`config.mk`:
```
export PLATFORM = sky130hd
export DESIGN_NAME = microprogram_sequencer
export DESIGN_NICKNAME = d
export VERILOG_FILES = /design/src/hw/microprogram_sequencer.v /design/src/hw/patch_store.v
export VERILOG_INCLUDE_DIRS = /design/src /design/src/hw
export SDC_FILE = /design/constraint.sdc
export NUM_CORES = 2
export LEC_CHECK = 0
export BUFFER_PORTS_ARGS = -buffer_cell sky130_fd_sc_hd__buf_4
export CAP_MARGIN = 20
export CORE_MARGIN = 2
export CORE_UTILIZATION = 55
export DETAILED_ROUTE_END_ITERATION = 8
export MAX_ROUTING_LAYER = met4
export PLACE_DENSITY = 0.73
export SETUP_SLACK_MARGIN = 0.4
export SLEW_MARGIN = 40
export SYNTH_ARGS = -nofsm -noshare
export SYNTH_HDL_FRONTEND = slang
export SYNTH_SLANG_ARGS = --single-unit
```
`constraint.sdc`:
```
create_clock -name clock -period 5.2 [get_ports clock]
set_input_delay 0.26 -clock clock [delete_from_list [all_inputs] [get_ports clock]]
set_output_delay 0.26 -clock clock [all_outputs]
set_load 0.03 [all_outputs]
```
`src/hw/sequencer_defs.vh`:
```
// sequencer_defs.vh: constants for the microprogram sequencer
// assumes inclusion by bare name from hw/ design files
`ifndef SEQUENCER_DEFS_VH
`define SEQUENCER_DEFS_VH

// widths
`define WORD_W        48
`define ADDR_W        12
`define SHORT_W       11
`define VEC_W         8
`define LOOP_W        8
`define STACK_DEPTH   16
`define STACK_PTR_W   4
`define PATCH_WORDS   32
`define PATCH_AW      5
`define PATCH_BLK_W   7
`define AOP_W         16

// reset values
`define LOC_RESET     12'h000
`define LOOP_RESET    8'h00
`define SP_RESET      4'h0

// location sources
`define SRC_NONE      3'h0
`define SRC_BRANCH    3'h1
`define SRC_RESULT    3'h2
`define SRC_STACK     3'h3
`define SRC_EMUL      3'h4
`define SRC_INTR      3'h5

// stack ops
`define STK_NONE      2'h0
`define STK_SAVE      2'h1
`define STK_RETURN    2'h2
`define STK_RET_SAVE  2'h3

// loop ops
`define LOOP_NONE     2'h0
`define LOOP_LOAD     2'h1
`define LOOP_TEST_Z   2'h2
`define LOOP_TEST_NZ  2'h3

`endif

```
`src/hw/microprogram_sequencer.v`:
```
// microprogram_sequencer.v: location counter, microcommand register,
// return stack, loop counter and control-store fetch path
// assumes a control store with combinational read and no clock of read latency
`timescale 1ns/1ps
`default_nettype none
`include "sequencer_defs.vh"

module microprogram_sequencer #(
    parameter [`ADDR_W:0] STORE_WORDS = 13'h1000
) (
    // clock and reset
    input  wire                      clock,
    input  wire                      rstn,
    // reset causes, status clear and status flags
    input  wire                      system_error,
    input  wire                      power_up,
    input  wire                      status_clear,
    output reg                       error_flag_reg,
    output reg                       power_flag_reg,
    // control store
    output wire [`ADDR_W-1:0]        store_addr,
    input  wire [`WORD_W-1:0]        store_word,
    // writable control store on the system bus
    input  wire                      wcs_select,
    input  wire [`WORD_W-1:0]        wcs_word,
    input  wire                      wcs_access,
    input  wire                      wcs_write,
    input  wire [`ADDR_W-1:0]        wcs_addr,
    input  wire [`WORD_W-1:0]        wcs_wdata,
    output reg  [`WORD_W-1:0]        wcs_rdata_reg,
    output reg                       wcs_rvalid_reg,
    output wire                      wcs_we,
    output wire [`ADDR_W-1:0]        wcs_waddr,
    output wire [`WORD_W-1:0]        wcs_wword,
    // modifier
    input  wire                      modify_enable,
    input  wire [`WORD_W-1:0]        modify_mask,
    input  wire [`WORD_W-1:0]        modify_value,
    // console
    input  wire                      console_load,
    input  wire [`WORD_W-1:0]        console_word,
    input  wire                      hold,
    // patch blocks
    input  wire [1:0]                patch_enable,
    input  wire [`PATCH_BLK_W-1:0]   patch_block0,
    input  wire [`PATCH_BLK_W-1:0]   patch_block1,
    input  wire                      patch_write,
    input  wire                      patch_sel,
    input  wire [`PATCH_AW-1:0]      patch_waddr,
    input  wire [`WORD_W-1:0]        patch_wdata,
    // sequence control from decode
    input  wire [2:0]                next_source,
    input  wire                      branch_cond,
    input  wire [`ADDR_W-1:0]        result_bus,
    input  wire [`SHORT_W-1:0]       emul_vector,
    input  wire [`VEC_W-1:0]         intr_vector,
    input  wire                      page_select,
    input  wire                      page_toggle,
    input  wire [1:0]                stack_op,
    input  wire                      stack_up,
    input  wire                      stack_down,
    input  wire [1:0]                loop_op,
    input  wire [`LOOP_W-1:0]        loop_value,
    input  wire                      repeat_step,
    input  wire                      read_location,
    // outputs
    output reg  [`WORD_W-1:0]        microcommand_register_reg,
    output reg  [`ADDR_W-1:0]        location_counter_reg,
    output reg  [`AOP_W-1:0]         a_operand_bus,
    output reg                       a_operand_valid,
    output wire [`ADDR_W-1:0]        stack_top,
    output reg  [`LOOP_W-1:0]        loop_counter_reg,
    output reg                       loop_taken
);

    reg  [`ADDR_W-1:0]       stack_mem [0:`STACK_DEPTH-1];
    reg  [`STACK_PTR_W-1:0]  stack_ptr_reg;
    reg  [`STACK_PTR_W-1:0]  stack_ptr_next;
    reg  [`ADDR_W-1:0]       location_next;
    reg  [`LOOP_W-1:0]       loop_next;
    reg                      change;
    reg                      repeat_hold;
    wire [`WORD_W-1:0]       patched_word;
    wire [`WORD_W-1:0]       raw_word;
    wire [`WORD_W-1:0]       fetch_word;
    wire [`ADDR_W-1:0]       loc_plus_one;
    wire                     loop_zero;
    integer                  i;

    // short-branch address inside the current 2K area
    function [`ADDR_W-1:0] short_branch;
        input [`ADDR_W-1:0] current;
        input [`SHORT_W-1:0] target;
        begin
            short_branch = {current[`ADDR_W-1], target};
        end
    endfunction

    // fold an address into the fitted store size
    function [`ADDR_W-1:0] fit_size;
        input [`ADDR_W-1:0] addr;
        reg   [`ADDR_W:0]   wide;
        begin
            wide = STORE_WORDS - 13'h0001;
            fit_size = addr & wide[`ADDR_W-1:0];
        end
    endfunction

    assign store_addr = fit_size(location_counter_reg);
    assign loc_plus_one = location_counter_reg + 12'h001;
    assign stack_top = stack_mem[stack_ptr_reg];
    assign loop_zero = (loop_counter_reg == `LOOP_RESET);

    assign wcs_we    = wcs_access && wcs_write;
    assign wcs_waddr = wcs_addr;
    assign wcs_wword = wcs_wdata;
    assign raw_word = wcs_select ? wcs_word : store_word;

    patch_store patch_unit (
        .clock        (clock),
        .rstn         (rstn),
        .patch_enable (patch_enable),
        .patch_block0 (patch_block0),
        .patch_block1 (patch_block1),
        .patch_write  (patch_write),
        .patch_sel    (patch_sel),
        .patch_waddr  (patch_waddr),
        .patch_wdata  (patch_wdata),
        .fetch_addr   (store_addr),
        .store_word   (raw_word),
        .fetched_word (patched_word)
    );

    assign fetch_word = modify_enable ?
        ((patched_word & ~modify_mask) | (modify_value & modify_mask)) : patched_word;

    // loop counter and tested branch
    always @* begin
        loop_next = loop_counter_reg;
        loop_taken = 1'b0;
        repeat_hold = 1'b0;
        case (loop_op)
            `LOOP_LOAD: begin
                loop_next = loop_value;
            end
            `LOOP_TEST_Z: begin
                loop_next = loop_counter_reg - 8'h01;
                loop_taken = loop_zero;
            end
            `LOOP_TEST_NZ: begin
                loop_next = loop_counter_reg - 8'h01;
                loop_taken = !loop_zero;
            end
            default: begin
                loop_next = loop_counter_reg;
            end
        endcase
        if (repeat_step && loop_op == `LOOP_NONE && !loop_zero) begin
            loop_next = loop_counter_reg - 8'h01;
            repeat_hold = 1'b1;
        end
    end

    // next location select
    always @* begin
        change = 1'b0;
        location_next = loc_plus_one;
        case (next_source)
            `SRC_BRANCH: begin
                change = branch_cond || loop_taken;
                if (page_toggle) begin
                    location_next = {page_select, microcommand_register_reg[`SHORT_W-1:0]};
                end else begin
                    location_next = short_branch(location_counter_reg,
                                                 microcommand_register_reg[`SHORT_W-1:0]);
                end
            end
            `SRC_RESULT: begin
                change = branch_cond;
                location_next = result_bus;
            end
            `SRC_STACK: begin
                change = 1'b1;
                location_next = stack_top;
            end
            `SRC_EMUL: begin
                change = 1'b1;
                location_next = short_branch(location_counter_reg, emul_vector);
            end
            `SRC_INTR: begin
                change = 1'b1;
                location_next = {4'h0, intr_vector};
            end
            default: begin
                change = 1'b0;
            end
        endcase
        if (!change) begin
            location_next = repeat_hold ? location_counter_reg : loc_plus_one;
        end
    end

    // stack pointer
    always @* begin
        stack_ptr_next = stack_ptr_reg;
        if (stack_up && !stack_down) begin
            stack_ptr_next = stack_ptr_reg + 4'h1;
        end else if (stack_down && !stack_up) begin
            stack_ptr_next = stack_ptr_reg - 4'h1;
        end
    end

    // counter, flags, pointer, loop
    always @(posedge clock or negedge rstn) begin
        if (!rstn) begin
            location_counter_reg <= `LOC_RESET;
            error_flag_reg <= 1'b0;
            power_flag_reg <= 1'b1;
            stack_ptr_reg <= `SP_RESET;
            loop_counter_reg <= `LOOP_RESET;
        end else begin
            if (status_clear) begin
                error_flag_reg <= 1'b0;
                power_flag_reg <= 1'b0;
            end
            if (system_error) begin
                error_flag_reg <= 1'b1;
            end
            if (power_up) begin
                power_flag_reg <= 1'b1;
            end
            if (system_error || power_up) begin
                location_counter_reg <= `LOC_RESET;
            end else if (!hold) begin
                location_counter_reg <= location_next;
            end
            if (!hold) begin
                stack_ptr_reg <= stack_ptr_next;
                loop_counter_reg <= loop_next;
            end
        end
    end

    always @(posedge clock) begin
        if (!hold && (stack_op == `STK_SAVE || stack_op == `STK_RET_SAVE)) begin
            stack_mem[stack_ptr_reg] <= location_counter_reg;
        end
    end

    // microcommand register and readouts
    always @(posedge clock or negedge rstn) begin
        if (!rstn) begin
            microcommand_register_reg <= {`WORD_W{1'b0}};
            a_operand_bus <= {`AOP_W{1'b0}};
            a_operand_valid <= 1'b0;
            wcs_rdata_reg <= {`WORD_W{1'b0}};
            wcs_rvalid_reg <= 1'b0;
        end else begin
            if (console_load) begin
                microcommand_register_reg <= console_word;
            end else if (!hold) begin
                microcommand_register_reg <= fetch_word;
            end
            a_operand_valid <= read_location;
            if (read_location) begin
                a_operand_bus <= {4'h0, location_counter_reg};
            end
            wcs_rvalid_reg <= wcs_access && !wcs_write;
            if (wcs_access && !wcs_write) begin
                wcs_rdata_reg <= wcs_word;
            end
        end
    end

    initial begin
        for (i = 0; i < `STACK_DEPTH; i = i + 1) begin
            stack_mem[i] = {`ADDR_W{1'b0}};
        end
    end

endmodule // microprogram_sequencer

`default_nettype wire

```
`src/hw/patch_store.v`:
```
// patch_store.v: two 32-word auxiliary blocks substituting control-store words
// assumes console writes blocks synchronously with the processor clock
`timescale 1ns/1ps
`default_nettype none
`include "sequencer_defs.vh"

module patch_store (
    // clock and reset
    input  wire                      clock,
    input  wire                      rstn,
    // block enables and designated block numbers
    input  wire [1:0]                patch_enable,
    input  wire [`PATCH_BLK_W-1:0]   patch_block0,
    input  wire [`PATCH_BLK_W-1:0]   patch_block1,
    // console write port
    input  wire                      patch_write,
    input  wire                      patch_sel,
    input  wire [`PATCH_AW-1:0]      patch_waddr,
    input  wire [`WORD_W-1:0]        patch_wdata,
    // fetch side
    input  wire [`ADDR_W-1:0]        fetch_addr,
    input  wire [`WORD_W-1:0]        store_word,
    output reg  [`WORD_W-1:0]        fetched_word
);

    reg  [`WORD_W-1:0] block0_mem [0:`PATCH_WORDS-1];
    reg  [`WORD_W-1:0] block1_mem [0:`PATCH_WORDS-1];
    wire [`PATCH_BLK_W-1:0] fetch_blk;
    wire [`PATCH_AW-1:0]    fetch_off;
    wire                    hit0;
    wire                    hit1;

    assign fetch_blk = fetch_addr[`ADDR_W-1:`PATCH_AW];
    assign fetch_off = fetch_addr[`PATCH_AW-1:0];
    assign hit0 = patch_enable[0] && (fetch_blk == patch_block0);
    assign hit1 = patch_enable[1] && (fetch_blk == patch_block1);

    always @(posedge clock) begin
        if (patch_write && !patch_sel) begin
            block0_mem[patch_waddr] <= patch_wdata;
        end
        if (patch_write && patch_sel) begin
            block1_mem[patch_waddr] <= patch_wdata;
        end
    end

    always @* begin
        if (hit0) begin
            fetched_word = block0_mem[fetch_off];
        end else if (hit1) begin
            fetched_word = block1_mem[fetch_off];
        end else begin
            fetched_word = store_word;
        end
    end

endmodule // patch_store

`default_nettype wire

```
==> results.json <==
{
  "syn_inst": 6504,
  "grt_pass1_vias": 74400,
  "final_area_mm2": 0.157,
  "finalMaxSlewViolations": 0,
  "dr.pass1.iters": 9,
  "pin_count": 657,
  "post-place-cells": 10000,
  "die_height_um": 497,
  "final_nets": 7971,
  "viasPerCell": 6.83,
  "hold_viol_final": 0,
  "synth-seq-cells": 3400,
  "critPathMaxFanout": 29,
  "start_util": 0.552,
  "r2r-end": "microcommand_register_reg[8]$_DFFE_PN0P_",
  "synth_top_area_cell": "edfxtp_1",
  "drtIter0Drc": 12000,
  "r2r_setup_slack_ps": 620,
  "synthTopCellsByArea": "edfxtp_1 73%, mux4_2 12%, mux2i_1 2.9%, dfrtp_1 2.5%, buf_4 0.75%",
  "cts_max_path_buffers": 4,
  "ys_types": 82,
  "critical_path_arrival_ps": 5420,
  "portBuffers": 531,
  "max_slew_margin": 0.366,
  "fin_setup_tns_ps": 0,
  "hp-class": "in -> reg",
  "dp_hpwl_mm": 237,
  "nFillCells": 15400,
  "async_flop_share": 0.0400,
  "ant_nets": 0,
  "max_freq_ghz": 0.218,
  "wl_per_cell_um": 36.8,
  "fin_crit_ps": 4580,
  "r2r_cells": 8,
  "p_leak_nw": 50.9,
  "grtUsageTotal": 0.334,
  "syn_area_per_cell_um2": 20.6,
  "syn-cell-area_mm2": 0.134,
  "finalPower_w": 0.0598,
  "final_cells": 11000,
  "synth.top_cell.area_share": 0.732,
  "ir_drop_v": 0.000282,
  "clk_latency_ps": 1000,
  "outcome": "finished, violations left",
  "cts_sinks": 3400,
  "drc": 4,
  "die_x_um": 497,
  "ys_warn_count": 0,
  "vias": 75100,
  "gr-total-overflow": 0,
  "final.period_utilization": 0.881,
  "clk_pin_slew_ps": 60,
  "core-area_mm2": 0.243,
  "start_kind": "flip-flop",
  "drive_gt1_frac": 0.285,
  "cts_buffers": 348,
  "rsz0062_at_grt": "no",
  "startpoint": "location_counter_reg[3]$_DFFE_PN0P_",
  "grt_start_max_net_pins": 124,
  "cts_tree": "yes",
  "placed_cell_area_mm2": 0.143,
  "reg.largest.list": "patch_unit.block0_mem x1536, patch_unit.block1_mem x1536, stack_mem x192",
  "ys_seq_area_frac": 0.758,
  "synth_edf_count": 3264,
  "violations": "design-rule violations",
  "drv_cap": 0,
  "power.density_mw_per_mm2": 380,
  "root_buffer": "clkbuf_16",
  "skew_ps": 60.9,
  "die-area_mm2": 0.247,
  "htreeDepth": 5,
  "crit_type": "reg -> reg",
  "grt_pass1_wl_mm": 561,
  "max_slew.worst_pin.slew_ps": 945,
  "antenna_found_initial": 22,
  "ys.flop_type": "edfxtp_1",
  "place.gp.congestion": 0.917,
  "setup_viol": 0,
  "cp.required_ps": 6030,
  "endpoint": "microcommand_register_reg[8]$_DFFE_PN0P_",
  "area_delta_synth_final_pct": 17.6,
  "synth.top_cells.by_count": "3264 x edfxtp_1, 737 x mux4_2, 394 x mux2i_1, 195 x nor2_1, 192 x clkbuf_1",
  "r2r_start": "location_counter_reg[3]$_DFFE_PN0P_",
  "synth.most_common_cell": "edfxtp_1",
  "drt-total-wl_mm": 405,
  "hold_ws_ps": 83.2,
  "end_kind": "flip-flop",
  "rows": 181
}
[per-layer routing]
| metal | wire, um | GRT usage | vias up |
|---|---|---|---|
| li1 | - | - | 29300 |
| met1 | 137000 | 0.417 | 39000 |
| met2 | 193000 | 0.512 | 5818 |
| met3 | 48600 | 0.0757 | 1031 |
| met4 | 27200 | 0.186 | 0 |
| met5 | 0 | - | - |
[area by class of cell]
class | count | area, um2 | area share
diodes | 16 | 40.0 | 0.000254
clock buffers | 450 | 9340 | 0.0593
clock inverters | 156 | 1340 | 0.00850
inverters | 16 | 67.6 | 0.000429
multi-input cells | 2623 | 30600 | 0.194
flip-flops and latches | 3400 | 101000 | 0.644
well taps | 3202 | 4010 | 0.0254
repair buffers | 1139 | 10600 | 0.0673
[how the worst min path moves through the flow]
stage,startpoint,endpoint,slack (ps),depth (start not counted)
floorplan,rstn,a_operand_bus[0]$_DFFE_PN0P_,-40,0
global placement,rstn,wcs_rdata_reg[37]$_DFFE_PN0P_,230,1
detailed placement,rstn,wcs_rdata_reg[37]$_DFFE_PN0P_,250,1
CTS,modify_mask[7],microcommand_register_reg[7]$_DFFE_PN0P_,1,5
global route,modify_mask[3],microcommand_register_reg[3]$_DFFE_PN0P_,40,5
finish,modify_mask[3],microcommand_register_reg[3]$_DFFE_PN0P_,80,5
[power by group]
group          switching, W  leakage, nW  internal [W]
Clock                0.0102         5.21        0.0137
Sequential         0.000342         31.1        0.0304
Combinational       0.00299         14.6       0.00221
Total                0.0135         50.9        0.0463
[worst max-delay path, cell delays in order (launching register included)]
cell	delay, ps
dfrtp_4	920
buf_4	630
buf_4	490
nor2_1	130
a2111oi_1	640
o311ai_0	220
dlygate4sd3_1	610
a21o_1	180
dlygate4sd3_1	550
[timing repair]
action | in CTS | in global routing
endpoints found under the hold margin | 3368 | 0
setup endpoints to repair | 0 | 2
setup buffers | 0 | 2
resized for setup | 0 | 1
hold buffers | 322 | 0
[cells by family after synthesis]
group | count (synthesis) | synth area share
compound gates | 783 | 0.0401
xor+xnor | 18 | 0.00118
fa+ha+maj | 9 | 0.000878
buf+inv | 484 | 0.0188
flops | 3400 | 0.758
mux | 1212 | 0.160
other cells | 1 | 0.0000280
simple gates | 597 | 0.0212
[placed cells by master, fill, tap and decap left out, drive strengths merged, types with 30 or more instances in the layout]
cell type	count
a2111oi	30
a211oi	66
a21oi	134
a222oi	43
a22oi	109
buf	816
clkbuf	452
clkinv	111
dfrtp	135
dlygate4sd3	321
edfxtp	3264
mux2	81
mux2i	394
mux4	737
nand2	164
nand3	62
nor2	196
nor3	33
o21ai	126
o22ai	99
[through the flow]
step / worst slack, ps / utilization
after detailed placement: 1360 / 0.591
final: 618 / 0.649
after global routing: 543 / 0.649
after floorplan: 1620 / -
after global placement: 1120 / 0.589
after CTS: 537 / 0.648
No activity file was read; power rests on OpenSTA's default activity.
